===== config.mk =====
export PLATFORM = sky130hd
export DESIGN_NAME = bppm_port
export DESIGN_NICKNAME = d
export VERILOG_FILES = /design/src/include/bppm_pkg.sv /design/src/bppm_port.sv
export VERILOG_INCLUDE_DIRS = /design/src /design/src/include
export SDC_FILE = /design/constraint.sdc
export NUM_CORES = 1
export LEC_CHECK = 0
export BUFFER_PORTS_ARGS = -buffer_cell sky130_fd_sc_hd__buf_4
export CAP_MARGIN = 10
export CORE_ASPECT_RATIO = 1.75
export CORE_UTILIZATION = 48
export CTS_BUF_LIST = sky130_fd_sc_hd__clkbuf_8
export DETAILED_ROUTE_END_ITERATION = 10
export PLACE_DENSITY = 0.78
export SKIP_LAST_GASP = 1
export SYNTH_ARGS = -nofsm -noshare
export SYNTH_HDL_FRONTEND = slang
export SYNTH_SLANG_ARGS = --single-unit

===== constraint.sdc =====
create_clock -name hclk -period 2.6 [get_ports hclk]
set_input_delay 0.13 -clock hclk [delete_from_list [all_inputs] [get_ports hclk]]
set_output_delay 0.13 -clock hclk [all_outputs]
set_load 0.02 [all_outputs]

===== src/include/bppm_map.svh =====
// Register offsets, field positions and reset values of the port pin mux
`ifndef BPPM_MAP_SVH
`define BPPM_MAP_SVH
`define BPPM_OFF_DIR_D     12'h000
`define BPPM_OFF_LAT_D     12'h004
`define BPPM_OFF_PIN_D     12'h008
`define BPPM_OFF_ANS_D     12'h00C
`define BPPM_OFF_DIR_C     12'h010
`define BPPM_OFF_LAT_C     12'h014
`define BPPM_OFF_PIN_C     12'h018
`define BPPM_OFF_ANS_C     12'h01C
`define BPPM_OFF_SLEW      12'h020
`define BPPM_OFF_PERIPH    12'h024
`define BPPM_OFF_CFG       12'h028
`define BPPM_RST_DIR       8'hFF
`define BPPM_RST_LAT       8'h00
`define BPPM_RST_ANS       8'hFF
`define BPPM_RST_ANS_C     8'hFC
`define BPPM_ANS_C_MASK    8'hFC
`define BPPM_RST_SLEW      8'h1F
`define BPPM_SLEW_MASK     8'h1F
`define BPPM_RST_CFG       8'h03
`define BPPM_CFG_PWM2_BIT  0
`define BPPM_CFG_CAP3_BIT  1
`endif


===== src/include/bppm_pkg.sv =====
// Types shared by the port pin mux
package bppm_pkg;
   typedef struct packed {
      logic [7:0] dir_d;
      logic [7:0] lat_d;
      logic [7:0] ans_d;
      logic [7:0] dir_c;
      logic [7:0] lat_c;
      logic [7:0] ans_c;
      logic [7:0] slew;
      logic [7:0] cfg;
      logic [7:0] pin_d_smp;
      logic [7:0] pin_c_smp;
      logic       dph_act;
      logic       dph_wr;
      logic [11:0] dph_addr;
      logic [31:0] rdata;
      logic [7:0] pad_d_out;
      logic [7:0] pad_d_oe_n;
      logic [7:0] pad_c_out;
      logic [7:0] pad_c_oe_n;
      logic [7:0] ana_en_d;
      logic [2:0] ana_en_c;
      logic [15:0] periph_in;
   } bppm_state_t;

   // Peripheral output requests: enable and value per function
   typedef struct packed {
      logic en;
      logic val;
   } bppm_req_t;

   typedef struct packed {
      bppm_req_t serial2_clock;    // also two-wire clock
      bppm_req_t twowire2_data;
      bppm_req_t serial2_data_out;
      bppm_req_t capture4_out;
      bppm_req_t pwm2_out2;
      bppm_req_t pwm2_out4;
      bppm_req_t pwm2_out3;
      bppm_req_t pwm1_out2;
      bppm_req_t pwm1_out3;
      bppm_req_t pwm1_out4;
      bppm_req_t xcvr2_tx_clk;
      bppm_req_t xcvr2_data;
      bppm_req_t serial1_data_out;
      bppm_req_t pwm3_out1;        // also capture unit three compare
      bppm_req_t pwm3_out2;
      bppm_req_t xcvr1_tx_clk;
      bppm_req_t xcvr1_data;
   } bppm_periph_out_t;
endpackage


===== src/bppm_port.sv =====
// Eight-bit bidirectional port with upper third-port pins, AHB-Lite registers and pin mux
//
// How it works
// Eight port pins, each direction set by its own direction bit.
// Direction bit 1 turns the driver off; pin is an input.
// Direction bit 0 drives the output latch value onto the pin.
// Latch is its own register; reads return latch, not pin level.
// After reset all pins are analog inputs.
// Several enabled output functions: highest priority function takes the pin.
// Analog input paths are enabled only while analog-select is set.
// Peripheral outputs still drive pins that are in analog mode.
// Analog-select 1 disables the pin's digital input path.
// Latch drive with direction 0 works whatever analog-select says.
// Port pins 0-7 feed channels 20-27; third port 5-7 feed 17-19.
// Serial port two: pin0 clock, pin1 data in, pin3 select, pin4 data out.
// Two-wire mode: pin0 clock in/out, pin1 data in/out.
// Transceiver two: pin6 transmit or clock, pin7 receive or data.
// PWM one outputs 2,3,4 on pins 5,6,7 with direction 0.
// PWM two output 2 on pin2, output 4 on pin3, output 3 on pin4.
// Capture unit four on pin1: output with direction 0, capture input otherwise.
// Third port: pin5 serial one data out, pins 6,7 transceiver one.
// Relocation bits set keep PWM two output 2 and capture three on defaults.
// Capture three relocation clear moves it to third port pins 6 and 7.
// Unimplemented register bits read as zero.
// Analog-select pins read 0 on digital reads of the port register.
// Port write updates latch; port read returns sampled enabled digital inputs.
//
// Design decisions made here: the AHB-Lite interface to the registers and the placing of the registers.
`include "bppm_map.svh"
`timescale 1ns/1ps
`default_nettype none
module bppm_port (
   input  wire logic                       hclk,        // Bus clock, 20 MHz
   input  wire logic                       hresetn,     // Asynchronous reset, active low
   input  wire logic                       hsel,        // Slave select
   input  wire logic [11:0]                haddr,       // Byte address
   input  wire logic [1:0]                 htrans,      // Transfer type
   input  wire logic                       hwrite,      // Write when high
   input  wire logic [2:0]                 hsize,       // Transfer size
   input  wire logic                       hready,      // Bus ready
   input  wire logic [31:0]                hwdata,      // Write data
   output var  logic [31:0]                hrdata,      // Read data
   output var  logic                       hreadyout,   // Always ready
   output var  logic                       hresp,       // Always OKAY
   input  wire logic [7:0]                 pad_d_in,    // Port pin levels
   output var  logic [7:0]                 pad_d_out,   // Port pin drive values
   output var  logic [7:0]                 pad_d_oe_n,  // Port drive enables, low drives
   input  wire logic [2:0]                 pad_c_in,    // Third-port pins 5..7 levels
   output var  logic [2:0]                 pad_c_out,   // Third-port pins 5..7 drive values
   output var  logic [2:0]                 pad_c_oe_n,  // Third-port drive enables, low drives
   input  wire bppm_pkg::bppm_periph_out_t periph_out,  // Peripheral output requests
   output var  logic [15:0]                periph_in,   // Digital inputs to peripherals
   output var  logic [7:0]                 ana_en_d,    // Channel 20..27 analog enables
   output var  logic [2:0]                 ana_en_c,    // Channel 17..19 analog enables
   output var  logic [7:0]                 slew_control // Slew control bits
);
   bppm_pkg::bppm_state_t st;
   bppm_pkg::bppm_state_t next_st;
   logic       req;
   logic [7:0] wb;
   logic [7:0] dig_d;
   logic [7:0] dig_c;
   logic [7:0] rd_byte;
   logic [7:0] drv_d;
   logic [7:0] val_d;
   logic [7:0] drv_c;
   logic [7:0] val_c;

   // ---------------------------------------------------------------
   // Bus access
   // ---------------------------------------------------------------
   assign req = hsel & hready & htrans[1];
   assign wb  = hwdata[7:0];

   // ---------------------------------------------------------------
   // Pin mux, highest priority first, latch last
   // ---------------------------------------------------------------
   always_comb begin
      drv_d = ~st.dir_d;
      val_d = st.lat_d;
      drv_c = ~st.dir_c;
      val_c = st.lat_c;
      // Pin 0: serial clock or two-wire clock
      if (periph_out.serial2_clock.en) begin
         drv_d[0] = 1'b1;
         val_d[0] = periph_out.serial2_clock.val;
      end
      // Pin 1: capture four output over two-wire data
      if (periph_out.capture4_out.en && !st.dir_d[1]) begin
         drv_d[1] = 1'b1;
         val_d[1] = periph_out.capture4_out.val;
      end else if (periph_out.twowire2_data.en) begin
         drv_d[1] = 1'b1;
         val_d[1] = periph_out.twowire2_data.val;
      end
      // Pin 2: PWM two output 2 only on its default pin
      if (periph_out.pwm2_out2.en && st.cfg[`BPPM_CFG_PWM2_BIT] &&
          !st.dir_d[2]) begin
         drv_d[2] = 1'b1;
         val_d[2] = periph_out.pwm2_out2.val;
      end
      if (periph_out.pwm2_out4.en && !st.dir_d[3]) begin
         drv_d[3] = 1'b1;
         val_d[3] = periph_out.pwm2_out4.val;
      end
      if (periph_out.pwm2_out3.en && !st.dir_d[4]) begin
         drv_d[4] = 1'b1;
         val_d[4] = periph_out.pwm2_out3.val;
      end else if (periph_out.serial2_data_out.en) begin
         drv_d[4] = 1'b1;
         val_d[4] = periph_out.serial2_data_out.val;
      end
      if (periph_out.pwm1_out2.en && !st.dir_d[5]) begin
         drv_d[5] = 1'b1;
         val_d[5] = periph_out.pwm1_out2.val;
      end
      if (periph_out.pwm1_out3.en && !st.dir_d[6]) begin
         drv_d[6] = 1'b1;
         val_d[6] = periph_out.pwm1_out3.val;
      end else if (periph_out.xcvr2_tx_clk.en) begin
         drv_d[6] = 1'b1;
         val_d[6] = periph_out.xcvr2_tx_clk.val;
      end
      if (periph_out.pwm1_out4.en && !st.dir_d[7]) begin
         drv_d[7] = 1'b1;
         val_d[7] = periph_out.pwm1_out4.val;
      end else if (periph_out.xcvr2_data.en) begin
         drv_d[7] = 1'b1;
         val_d[7] = periph_out.xcvr2_data.val;
      end
      // Third port pins 5..7
      if (periph_out.serial1_data_out.en && !st.dir_c[5]) begin
         drv_c[5] = 1'b1;
         val_c[5] = periph_out.serial1_data_out.val;
      end
      // Capture three moves here only when its relocation bit is clear
      if (periph_out.pwm3_out1.en && !st.cfg[`BPPM_CFG_CAP3_BIT] &&
          !st.dir_c[6]) begin
         drv_c[6] = 1'b1;
         val_c[6] = periph_out.pwm3_out1.val;
      end else if (periph_out.xcvr1_tx_clk.en) begin
         drv_c[6] = 1'b1;
         val_c[6] = periph_out.xcvr1_tx_clk.val;
      end
      if (periph_out.pwm3_out2.en && !st.cfg[`BPPM_CFG_CAP3_BIT] &&
          !st.dir_c[7]) begin
         drv_c[7] = 1'b1;
         val_c[7] = periph_out.pwm3_out2.val;
      end else if (periph_out.xcvr1_data.en) begin
         drv_c[7] = 1'b1;
         val_c[7] = periph_out.xcvr1_data.val;
      end
   end

   // ---------------------------------------------------------------
   // Digital input path to the peripheral inputs
   // ---------------------------------------------------------------
   always_comb begin
      dig_d = st.pin_d_smp & ~st.ans_d;
      dig_c = {st.pin_c_smp[7:5] & ~st.ans_c[7:5], 5'h0_0};
   end

   // ---------------------------------------------------------------
   // Next state
   // ---------------------------------------------------------------
   always_comb begin
      next_st = st;
      next_st.pin_d_smp = pad_d_in;
      next_st.pin_c_smp = {pad_c_in, 5'h0_0};
      next_st.dph_act = req;
      if (req) begin
         next_st.dph_wr   = hwrite;
         next_st.dph_addr = {haddr[11:2], 2'b00};
      end
      if (st.dph_act && st.dph_wr) begin
         case (st.dph_addr)
            `BPPM_OFF_DIR_D: next_st.dir_d = wb;
            `BPPM_OFF_LAT_D: next_st.lat_d = wb;
            `BPPM_OFF_PIN_D: next_st.lat_d = wb;
            `BPPM_OFF_ANS_D: next_st.ans_d = wb;
            `BPPM_OFF_DIR_C: next_st.dir_c = wb;
            `BPPM_OFF_LAT_C: next_st.lat_c = wb;
            `BPPM_OFF_PIN_C: next_st.lat_c = wb;
            `BPPM_OFF_ANS_C: next_st.ans_c = wb & `BPPM_ANS_C_MASK;
            `BPPM_OFF_SLEW:  next_st.slew = wb & `BPPM_SLEW_MASK;
            `BPPM_OFF_CFG:   next_st.cfg = wb & `BPPM_RST_CFG;
            default:         next_st.slew = st.slew;
         endcase
      end
      // Read byte is fetched in the address phase so it stands in the data phase;
      // it looks at the values this edge stores, so a read right behind a write
      // returns the freshly written byte
      case ({haddr[11:2], 2'b00})
         `BPPM_OFF_DIR_D:  rd_byte = next_st.dir_d;
         `BPPM_OFF_LAT_D:  rd_byte = next_st.lat_d;
         `BPPM_OFF_PIN_D:  rd_byte = st.pin_d_smp & ~next_st.ans_d;
         `BPPM_OFF_ANS_D:  rd_byte = next_st.ans_d;
         `BPPM_OFF_DIR_C:  rd_byte = next_st.dir_c;
         `BPPM_OFF_LAT_C:  rd_byte = next_st.lat_c;
         `BPPM_OFF_PIN_C:  rd_byte = {st.pin_c_smp[7:5] & ~next_st.ans_c[7:5], 5'h0_0};
         `BPPM_OFF_ANS_C:  rd_byte = next_st.ans_c & `BPPM_ANS_C_MASK;
         `BPPM_OFF_SLEW:   rd_byte = next_st.slew & `BPPM_SLEW_MASK;
         `BPPM_OFF_PERIPH: rd_byte = drv_d;
         `BPPM_OFF_CFG:    rd_byte = next_st.cfg & `BPPM_RST_CFG;
         default:          rd_byte = 8'h00;
      endcase
      next_st.rdata      = (req && !hwrite) ? {24'h00_0000, rd_byte} : 32'h0000_0000;
      next_st.pad_d_out  = val_d;
      next_st.pad_d_oe_n = ~drv_d;
      next_st.pad_c_out  = val_c;
      next_st.pad_c_oe_n = ~drv_c;
      next_st.ana_en_d   = st.ans_d;
      next_st.ana_en_c   = st.ans_c[7:5];
      // Peripheral inputs: d0 clk, d1 data/capture4, d3 select, d6/d7 xcvr2, c6/c7 xcvr1
      next_st.periph_in  = {dig_c[7:5], 5'h0_0, dig_d};
   end

   // ---------------------------------------------------------------
   // State register; reset leaves every pin an analog input
   // ---------------------------------------------------------------
   always_ff @(posedge hclk or negedge hresetn) begin
      if (!hresetn) begin
         st            <= '0;
         st.dir_d      <= `BPPM_RST_DIR;
         st.dir_c      <= `BPPM_RST_DIR;
         st.ans_d      <= `BPPM_RST_ANS;
         st.ans_c      <= `BPPM_RST_ANS_C;
         st.slew       <= `BPPM_RST_SLEW;
         st.cfg        <= `BPPM_RST_CFG;
         st.pad_d_oe_n <= 8'hFF;
         st.pad_c_oe_n <= 8'hFF;
         st.ana_en_d   <= `BPPM_RST_ANS;
         st.ana_en_c   <= 3'h7;
      end else begin
         st <= next_st;
      end
   end

   assign hrdata       = st.rdata;
   assign hreadyout    = 1'b1;
   assign hresp        = 1'b0;
   assign pad_d_out    = st.pad_d_out;
   assign pad_d_oe_n   = st.pad_d_oe_n;
   assign pad_c_out    = st.pad_c_out[7:5];
   assign pad_c_oe_n   = st.pad_c_oe_n[7:5];
   assign periph_in    = st.periph_in;
   assign ana_en_d     = st.ana_en_d;
   assign ana_en_c     = st.ana_en_c;
   assign slew_control = st.slew;
endmodule
`default_nettype wire


== After elaboration in Yosys (flattened, before gate mapping) ==
Cells that the tools add are included.

* Flip-flop bits (word level): 138
* Input port bits: 99
* Output and inout bits: 91

* Equality and inequality tests: 19
* Multiplexer cells: 45
* Bitwise operators: 14
* Reductions and logical operators: 31

{| class="wikitable"
|+ Operators with widths
! operator !! count
|-
| $pmux 8 s11 || 1
|-
| $eq 10x3->1 const B || 8
|-
| $mux 64 || 1
|-
| $mux 8 || 7
|-
| $eq 10x4->1 const B || 5
|-
| $not 8->8 || 6
|-
| $eq 10x2->1 const B || 4
|-
| $mux 1 || 34
|-
| $eq 10x1->1 const B || 2
|-
| $and 8x8->8 || 2
|-
| $logic_and 1x1->1 || 15
|-
| $logic_not 1->1 || 12
|-
| $logic_not 12->1 || 1
|-
| $logic_not 10->1 || 1
|-
| $and 3x3->3 || 2
|-
| $not 3->3 || 2
|-
| $mux 5 || 1
|-
| $reduce_or 2->1 || 2
|-
| $and 1x1->1 || 2
|-
| $mux 2 || 1
|}

== Longest topological paths before layout ==
Gate-level depths: netlist (run 1).

* Word-level depth: 8
* Gate-level depth with buffers: 7
* Gate-level depth less buffers: 6

== Worst setup path before layout (run 1) ==
No wires, ideal clock.

* Path kind: reg2reg
* From: reg st[98] in the netlist's numbering
* To: reg st (netlist bit hrdata[6])
* Arrival time: 2364 ps
* Required time: 2467 ps
* Setup slack: 102 ps
* Stages on the path, launching flop included: 8
* Buffers on the path: 1
* Period minus slack after synthesis: 2498 ps
* Path through: dfrtp_1 or4_4 buf_6 nor4_4 mux2_4 mux2i_1 nor4b_2 a31oi_1

{| class="wikitable"
|+ RTL lines
! element !! line !! text
|-
| start: declaration || bppm_port.sv:57 || <nowiki>bppm_pkg::bppm_state_t st;</nowiki>
|-
| start signal: assignment || bppm_port.sv:235 || <nowiki>st <= next_st;</nowiki>
|}

==> results.cfg, run 1 <==
[run_status]
outcome = finished, final reports clean

[clock_network]
cts_tree = done
clk_latency_ns = 0.44
htree_levels = 4
cts-buffers-inserted = 17
cts-root-buf = clkbuf_8
max-clock-path-buffers = 2
clk_pin_slew_ns = 0.07
cts.sinks = 128

[yosys]
synth_top_area_frac = 0.2905
synth_cell_types = 47
postSynthCellCount = 483
synth.area.top_cells = dfrtp_1 29%, dfstp_2 26%, buf_4 11%
yosysSeqAreaShare = 0.5513
synthArstFlopShare = 1.000
synth_largest_area_cell = dfrtp_1
synth_edf_count = 0
synthFlopType = dfrtp_1
ys_seq_elements = 128
ys_warn_count = 0
avgSynthCellArea_um2 = 12.31
syn_area_mm2 = 0.005944

[route]
wl_per_cell_um = 16.80
top_layer_used = met4
drt_iter0_drc = 198
dr.pass1.iters = 6
met1_length_um = 4941
viasPerCell = 5.038
dr_wl_met2_um = 7720
antenna_left = 0
vias = 4061
wl_um = 13540
routed-wl-met3_um = 542
drt_drc_violations_left = 0

[placement]
hpwl_um = 9572
pre_cts_ws_ns = 0.03527
port_buffers = 125
dp_cells = 724
gp_congestion = 0.8022

[final_layout]
nFillCells = 944
drive_above_1_share = 0.4633
layout.cells.non_filler = 806
final_nets = 728
multiInputGateArea_mm2 = 0.001987
antenna_cells = 0
regArea_mm2 = 0.003277
final_cell_mix = 145 x buf_4, 69 x dfrtp_1, 59 x dfstp_2, 52 x mux2_2, 50 x dlygate4sd3_1
final_common_cell = buf_4
area_growth_pct = 28.20

[critical_path]
crit_start = st[98]
endpoint_kind = flop
path_delay_family = simple AND/OR/NAND/NOR gates
critPathMaxFanout = 5
reg2reg_from = st[98]
worstPathCellList = or4_4 -> nor4_2 -> buf_4 -> mux2_2 -> and2_1 -> a311oi_1 -> a31oi_1
required_ns = 2.91
worstPathArrival_ns = 2.81
cp_slowest_cell = or4_4
critPathMaxStageDelay_ns = 0.60
crit_buf_inv = 1
crit_type = reg2reg
startpoint_type = flop

[timing]
final.min_clock_period_ns = 2.499
worst_slack_ns = 0.1006
setup_viol = 0
slew_viol_final = 0
rsz0062_at_grt = no
finalSetupTns_ns = 0
slew_headroom = 0.5677
whs_ns = 0.02425
finClkSkew_ns = 0.01004
max_clock_freq_mhz = 400.1
worst_pin_slew_ns = 0.6485
finalCritPeriodShare = 0.9613
hold_viol_final = 0

[grt]
grt_max_degree = 53
grt_pass1_wl_um = 20890
grt_pass1_vias = 4254
grtUsageTotal = 0.2182
gr-total-overflow = 0
antenna_found_initial = 0

[floorplan]
core_area_mm2 = 0.01207
dieArea_mm2 = 0.01285
die_h_um = 149.2
placementRows = 53
io_pins = 190
start_util = 0.4925
fp.dieW_um = 86.13

[power]
ir_drop_v = 0.0003545
p_leak_nw = 3.498
p_per_area_mw_per_mm2 = 605.7
power.total_mw = 4.616

[min_path]
hold_start = periph_out[0]
hold_class = in2reg

[job]
cap_violations = 0
-- routing by layer --
metal  vias to the layer above  GRT usage
met5                         -          0
met4                         0    0.09917
met3                        30    0.04261
met2                       157     0.4095
met1                      2026     0.2294
li1                       1848          -
-- registers in the layout, indices dropped and copies added (netlist names) --
signal / flops
periph_in: 11
pad_c_oe_n: 3
st: 55
slew_control: 5
pad_c_out: 3
hrdata: 8
pad_d_oe_n: 8
pad_d_out: 8
ana_en_d: 8
ana_en_c: 3
next_st: 16
-- repair_timing --
| item | in CTS | in global routing |
|---|---|---|
| hold buffers | 50 | 0 |
| hold endpoints to repair | 103 | 0 |
| resized for setup | 0 | 0 |
| setup buffers | 0 | 1 |
| setup endpoints to repair | 0 | 1 |
-- cell type report --
type / instances / area share
multi-input cells: 265 / 0.2607
clock inverters: 6 / 0.01346
flip-flops and latches: 128 / 0.4300
well taps: 165 / 0.02709
repair buffers: 197 / 0.2138
clock buffers: 25 / 0.04515
inverters: 20 / 0.009851
-- per-stage QoR --
stage | cell area, um^2 | utilization
after floorplan | 6065 | -
after global placement | 6666 | 0.5524
after detailed placement | 6666 | 0.5524
after CTS | 7614 | 0.6308
after global routing | 7621 | 0.6315
final | 7621 | 0.6315
-- logic make-up after synthesis --
kind of cell / count (synthesis) / share of synthesized area
buffers and inverters: 122 / 0.1358
flip-flops: 128 / 0.5513
multiplexers: 77 / 0.1423
other: 2 / 0.001263
AO/OA/AOI/OAI: 44 / 0.05430
AND/OR/NAND/NOR: 109 / 0.1137
XOR/XNOR: 1 / 0.001474
-- worst min-delay path, stage by stage --
cell and delay (ns):
buf_4 0.08, mux2i_1 0.05, nor2_1 0.08, a21o_1 0.09
-- final timing paths --
kind / slack (ns) / depth (start not counted) / endpoint
worst max-delay path: 0.10 / 7 / hrdata[3]
worst min-delay path: 0.02 / 4 / pad_c_out[2]
worst max register to register: 0.10 / 7 / hrdata[3]
worst min register to register: 0.37 / 0 / ana_en_d[3]
max in group asynchronous: 1.56 / 3 / slew_control[2]
min in group asynchronous: 0.28 / 2 / st[115]
-- synthesized netlist by cell type, drive strengths merged, types with 3 or more instances --
cell	count
a311oi	5
a31oi	12
a32oi	3
and2	5
and3	5
buf	93
clkbuf	9
dfrtp	69
dfstp	59
inv	20
mux2	54
mux2i	23
nand2	18
nand3	6
nand4	5
nor2	15
nor2b	27
nor3	4
nor3b	5
nor4	6
nor4b	5
o21ai	5
o22ai	6
o31a	4
-- power breakdown --
part / leakage, nW / switching, mW / internal, mW
clock network: 0.237 / 0.724 / 1.14
logic: 1.82 / 0.273 / 0.270
registers: 1.44 / 0.0764 / 2.13
total: 3.50 / 1.07 / 3.54
No activity file was read; power rests on OpenSTA's default activity.
==> run 2: changes to the inputs <==
--- a/config.mk
+++ b/config.mk
@@ -9,11 +9,13 @@
 export BUFFER_PORTS_ARGS = -buffer_cell sky130_fd_sc_hd__buf_4
 export CAP_MARGIN = 10
 export CORE_ASPECT_RATIO = 1.75
+export CORE_MARGIN = 1.5
 export CORE_UTILIZATION = 48
 export CTS_BUF_LIST = sky130_fd_sc_hd__clkbuf_8
 export DETAILED_ROUTE_END_ITERATION = 10
 export PLACE_DENSITY = 0.78
 export SKIP_LAST_GASP = 1
+export SLEW_MARGIN = 25
 export SYNTH_ARGS = -nofsm -noshare
 export SYNTH_HDL_FRONTEND = slang
 export SYNTH_SLANG_ARGS = --single-unit
==> run 2 against run 1 <==
Against the previous run: first-iteration DRC count rose by 26%; core utilization decreased by 1.3 points; total power down 11%; flip-flop and latch count did not move; sequential share of layout area is 0.91 points higher; clock power shrank 26%.
==> results.cfg, run 2 (same netlist as run 1, synthesis figures left out) <==
[run_status]
outcome = finished, final reports clean

[final_layout]
largest_register_ffs = 55
area_growth_pct = 25.55
top_register = st
fin_util = 0.6184
final_common_cell = buf_4
drive_above_1_share = 0.4624
final_nets = 725
final_cell_mix = 145 x buf_4, 69 x dfrtp_1, 59 x dfstp_2, 52 x mux2_2, 47 x dlygate4sd3_1
antenna_cells = 0

[grt]
grtUsageTotal = 0.2198
antenna_found_initial = 0
grt_pass1_vias = 4330
gr-total-overflow = 0
grt_max_degree = 66
grt_pass1_wl_um = 21450

[clock_network]
cts_tree = done
htree_levels = 4
cts-buffers-inserted = 17
cts.sinks = 128
clk_pin_slew_ns = 0.06
cts-root-buf = clkbuf_8
max-clock-path-buffers = 2
clk_latency_ns = 0.42

[power]
pwr-share-seq = 0.535
power_frac_comb = 0.130
intPower_mw = 3.070
pwr-share-clk = 0.335
p_switching_mw = 1.051
ir_drop_v = 0.0003149
p_per_area_mw_per_mm2 = 552.2
swShare = 0.2551
p_leak_nw = 3.435

[placement]
port_buffers = 125
pre_cts_ws_ns = 0.06178
gp_congestion = 0.8097
hpwl_um = 9716

[timing]
worst_slack_ns = 0.1121
slew_headroom = 0.5653
rsz0062_at_grt = no
worst_pin_slew_ns = 0.6462
final.min_clock_period_ns = 2.488
slew_viol_final = 0
setup_viol = 0
finalCritPeriodShare = 0.9569
finClkSkew_ns = 0.01134
finalSetupTns_ns = 0
hold_viol_final = 0
max_clock_freq_mhz = 401.9

[floorplan]
core_area_mm2 = 0.01207
start_util = 0.4925
dieArea_mm2 = 0.01309
die_h_um = 150.2
fp.dieW_um = 87.13
io_pins = 190
placementRows = 53

[critical_path]
reg2regPathDepth = 7
worstPathArrival_ns = 2.78
critPathMaxStageDelay_ns = 0.60
worstPathCellList = or4_4 -> nor4_2 -> buf_4 -> mux2_2 -> and2_1 -> a311oi_1 -> a31oi_1
timing.rr.end = hrdata[2]
crit_type = reg2reg
regToRegSetupSlack_ns = 0.11
required_ns = 2.89
critPathMaxFanout = 5
startpoint_type = flop
reg2reg_from = st[98]
crit_start = st[98]
cp_slowest_cell = or4_4
endpoint_kind = flop
crit_end = hrdata[2]

[route]
vias = 4041
wl_per_cell_um = 17.05
drt_iter0_drc = 249
dr.pass1.iters = 4
antenna_left = 0
drt_drc_violations_left = 0
viasPerCell = 5.032
wl_um = 13690

[job]
cap_violations = 0

[min_path]
hold_class = in2reg
## run 2: cell count changes in the layout (fill, tap and decap cells not counted)
cell / before / now
clkinvlp_4: 0 / 1
inv_1: 22 / 24
clkbuf_8: 25 / 19
bufinv_16: 3 / 0
clkinv_2: 1 / 7
dlygate4sd3_1: 50 / 47
## run 2: worst max-delay path, delay by kind of cell (launching register included)
kind | cells | cell delay [ns]
simple gates | 3 | 1.00
flops | 1 | 0.40
buf+inv | 1 | 0.21
compound gates | 2 | 0.39
mux | 1 | 0.36
## run 2: cell type report
type / count / area, um^2
inverters: 20 / 75.07
repair buffers: 194 / 1599
fillers: 974 / 4606
clock buffers: 19 / 261.5
multi-input cells: 265 / 1987
clock inverters: 12 / 57.56
well taps: 165 / 206.4
flip-flops and latches: 128 / 3277
## run 2: per-stage QoR
stage | total power [mW] | instances | hold WS, ns | cell area (um^2)
finish | 4.122 | 803 | 0.02708 | 7463
detailed placement | 2.718 | 723 | 0.1136 | 6659
floorplan | 2.557 | 515 | -0.1656 | 6065
CTS | 4.162 | 801 | 0.006842 | 7448
global placement | 2.694 | 723 | 0.1015 | 6659
global route | 4.318 | 803 | 0.004385 | 7463
## run 2: worst min-delay path by stage
stage	startpoint	to	slack, ns	depth (start not counted)
2_1_floorplan	hresetn	hrdata[0]	-0.17	0
3_3_place_gp	hresetn	st[115]	0.10	1
5_1_grt	hwdata[0]	next_st[35]	0.004	2
3_5_place_dp	hresetn	st[115]	0.11	1
4_1_cts	hwdata[0]	st[177]	0.007	3
6_report	periph_out[15]	pad_d_out[7]	0.03	3
## run 2: layer usage
layer	part of all wire	GRT usage	up-vias
met1	0.36	0.2276	2020
li1	-	-	1840
met2	0.57	0.4101	160
met5	0	0	-
met3	0.045	0.05099	21
met4	0.024	0.1000	0
## run 2: what timing repair did
action / 4_1_cts / 5_1_grt
buffers inserted: 0 / 2
gates resized for setup: 0 / 0
hold buffers: 47 / 0
endpoints found under the setup margin: 0 / 2
hold endpoints to repair: 100 / 0
## run 2: power groups by stage
| stage | sequential, mW | combinational [mW] | clock, mW |
|---|---|---|---|
| global placement | 2.23 | 0.464 | 0 |
| global route | 2.22 | 0.582 | 1.52 |
| detailed placement | 2.24 | 0.481 | 0 |
| CTS | 2.20 | 0.538 | 1.42 |
| finish | 2.20 | 0.537 | 1.38 |
| floorplan | 2.21 | 0.348 | 0 |
==> run 3: changes to the inputs <==
==> constraint.sdc (replaced) <==
create_clock -name hclk -period 2.6 [get_ports hclk]
set_input_delay 0.26 -clock hclk [delete_from_list [all_inputs] [get_ports hclk]]
set_output_delay 0.26 -clock hclk [all_outputs]
set_load 0.02 [all_outputs]
==> run 3 against run 2 <==
Against the previous run: hold slack improved by 0.0035 ns; die area unchanged; global-route usage decreased by 0.70 points; first-iteration DRC count decreased by 21%; largest power group unchanged; total power increased by 9.4%; maximum frequency decreased by 1.2%; non-clock buffer count decreased by 25; critical path depth unchanged.
==> results.cfg, run 3 (same netlist as run 1, synthesis figures left out) <==
[critical_path]
regToRegSetupSlack_ns = 0.08
crit_start = st[98]
required_ns = 2.91
reg2regPathDepth = 7
critPathMaxStageDelay_ns = 0.61
crit_end = hrdata[1]
worstPathCellList = or4_4 -> nor4_4 -> buf_4 -> mux2i_1 -> o22ai_1 -> a311oi_1 -> a31oi_1
reg2reg_from = st[98]
cp_slowest_cell = or4_4
timing.rr.end = hrdata[1]
critPathMaxFanout = 4
crit_type = reg2reg
endpoint_kind = flop
worstPathArrival_ns = 2.83
startpoint_type = flop

[final_layout]
largest_register_ffs = 55
final_nets = 700
multiInputGateArea_mm2 = 0.001991
layout.cells.non_filler = 779
nFillCells = 984
final_cell_mix = 148 x buf_4, 69 x dfrtp_1, 59 x dfstp_2, 52 x mux2_2, 34 x conb_1
antenna_cells = 0
final_common_cell = buf_4
regArea_mm2 = 0.003277
fin_util = 0.6054
top_register = st
area_growth_pct = 22.92
drive_above_1_share = 0.4919

[timing]
slew_viol_final = 0
slew_headroom = 0.5169
worst_pin_slew_ns = 0.7181
final.min_clock_period_ns = 2.519
rsz0062_at_grt = yes
setup_viol = 0
finClkSkew_ns = 0.01120
finalCritPeriodShare = 0.9689
hold_viol_final = 0
max_clock_freq_mhz = 397.0

[power]
pwr-share-seq = 0.489
power.total_mw = 4.508
p_per_area_mw_per_mm2 = 616.9
intPower_mw = 3.409
p_leak_nw = 3.363
ir_drop_v = 0.0005828
p_switching_mw = 1.099
pwr-share-clk = 0.398
swShare = 0.2438
power_frac_comb = 0.113

[min_path]
hold_start = periph_out[4]
hold_class = in2reg

[floorplan]
fp.dieW_um = 87.13
dieArea_mm2 = 0.01309
placementRows = 53
core_area_mm2 = 0.01207
io_pins = 190
start_util = 0.4925
die_h_um = 150.2

[clock_network]
cts-root-buf = clkbuf_8
clk_pin_slew_ns = 0.07
cts.sinks = 128
cts_tree = done
clk_latency_ns = 0.45
htree_levels = 4
cts-buffers-inserted = 17
max-clock-path-buffers = 2

[route]
dr.pass1.iters = 4
vias = 3951
drt_iter0_drc = 197
viasPerCell = 5.072
drt_drc_violations_left = 0
wl_um = 13560
antenna_left = 0
wl_per_cell_um = 17.41

[placement]
dp_cells = 726
hpwl_um = 9755
port_buffers = 125
gp_congestion = 0.8050

[grt]
grtUsageTotal = 0.2129
antenna_found_initial = 0
grt_max_degree = 54
gr-total-overflow = 0
grt_pass1_vias = 4067
grt_pass1_wl_um = 20590

[run_status]
outcome = finished, final reports clean

[job]
cap_violations = 0
-- run 3: cell type report --
class,count,share of cell area
Tap cell,165,0.02825
Inverter,20,0.01027
Clock buffer,21,0.03955
Multi-Input combinational cell,265,0.2724
Sequential cell,128,0.4485
Clock inverter,11,0.01884
Timing Repair Buffer,169,0.1822
-- run 3: worst min path at each step --
| stage | end | slack, ns | cells after the start |
|---|---|---|---|
| after floorplan | hrdata[0] | -0.04 | 0 |
| after global placement | next_st[37] | 0.30 | 1 |
| final | pad_c_out[2] | 0.03 | 2 |
| after CTS | pad_c_out[1] | 0.007 | 2 |
| after global routing | pad_d_out[6] | 0.004 | 2 |
| after detailed placement | next_st[37] | 0.32 | 1 |
-- run 3: timing repair --
item	in CTS	in global routing
hold endpoints to repair	46	1
buffers inserted	0	1
resized for setup	0	1
setup endpoints to repair	0	3
hold buffers	19	1
-- run 3: per-layer routing --
metal / vias to the layer above / wire, um / GRT usage
met5: - / 0 / 0
met4: 0 / 363 / 0.1008
met3: 23 / 607 / 0.06140
met2: 152 / 7651 / 0.3857
met1: 1985 / 4939 / 0.2212
li1: 1791 / - / -
-- run 3: power by group through the flow --
stage | registers (mW) | clock network [mW] | logic [mW]
5_1_grt | 2.22 | 1.93 | 0.548
4_1_cts | 2.20 | 1.82 | 0.508
6_report | 2.20 | 1.80 | 0.507
3_3_place_gp | 2.23 | 0 | 0.466
2_1_floorplan | 2.21 | 0 | 0.348
3_5_place_dp | 2.24 | 0 | 0.483
-- run 3: critical path: cells and delay by family (launching register included) --
family | cells | cell delay (ns)
simple gates | 2 | 0.90
buf+inv | 1 | 0.21
flops | 1 | 0.41
compound gates | 3 | 0.59
mux | 1 | 0.29
-- run 3: through the flow --
step / hold slack [ns] / cell area [um^2] / TNS, ns / setup WS, ns
floorplan: -0.03559 / 6065 / 0 / 0.1022
global placement: 0.3032 / 6669 / 0 / 0.1546
detailed placement: 0.3154 / 6669 / 0 / 0.06808
CTS: 0.006991 / 7286 / 0 / 0.05894
global route: 0.003952 / 7307 / -0.009502 / -0.009502
finish: 0.03062 / 7307 / 0 / 0.08097
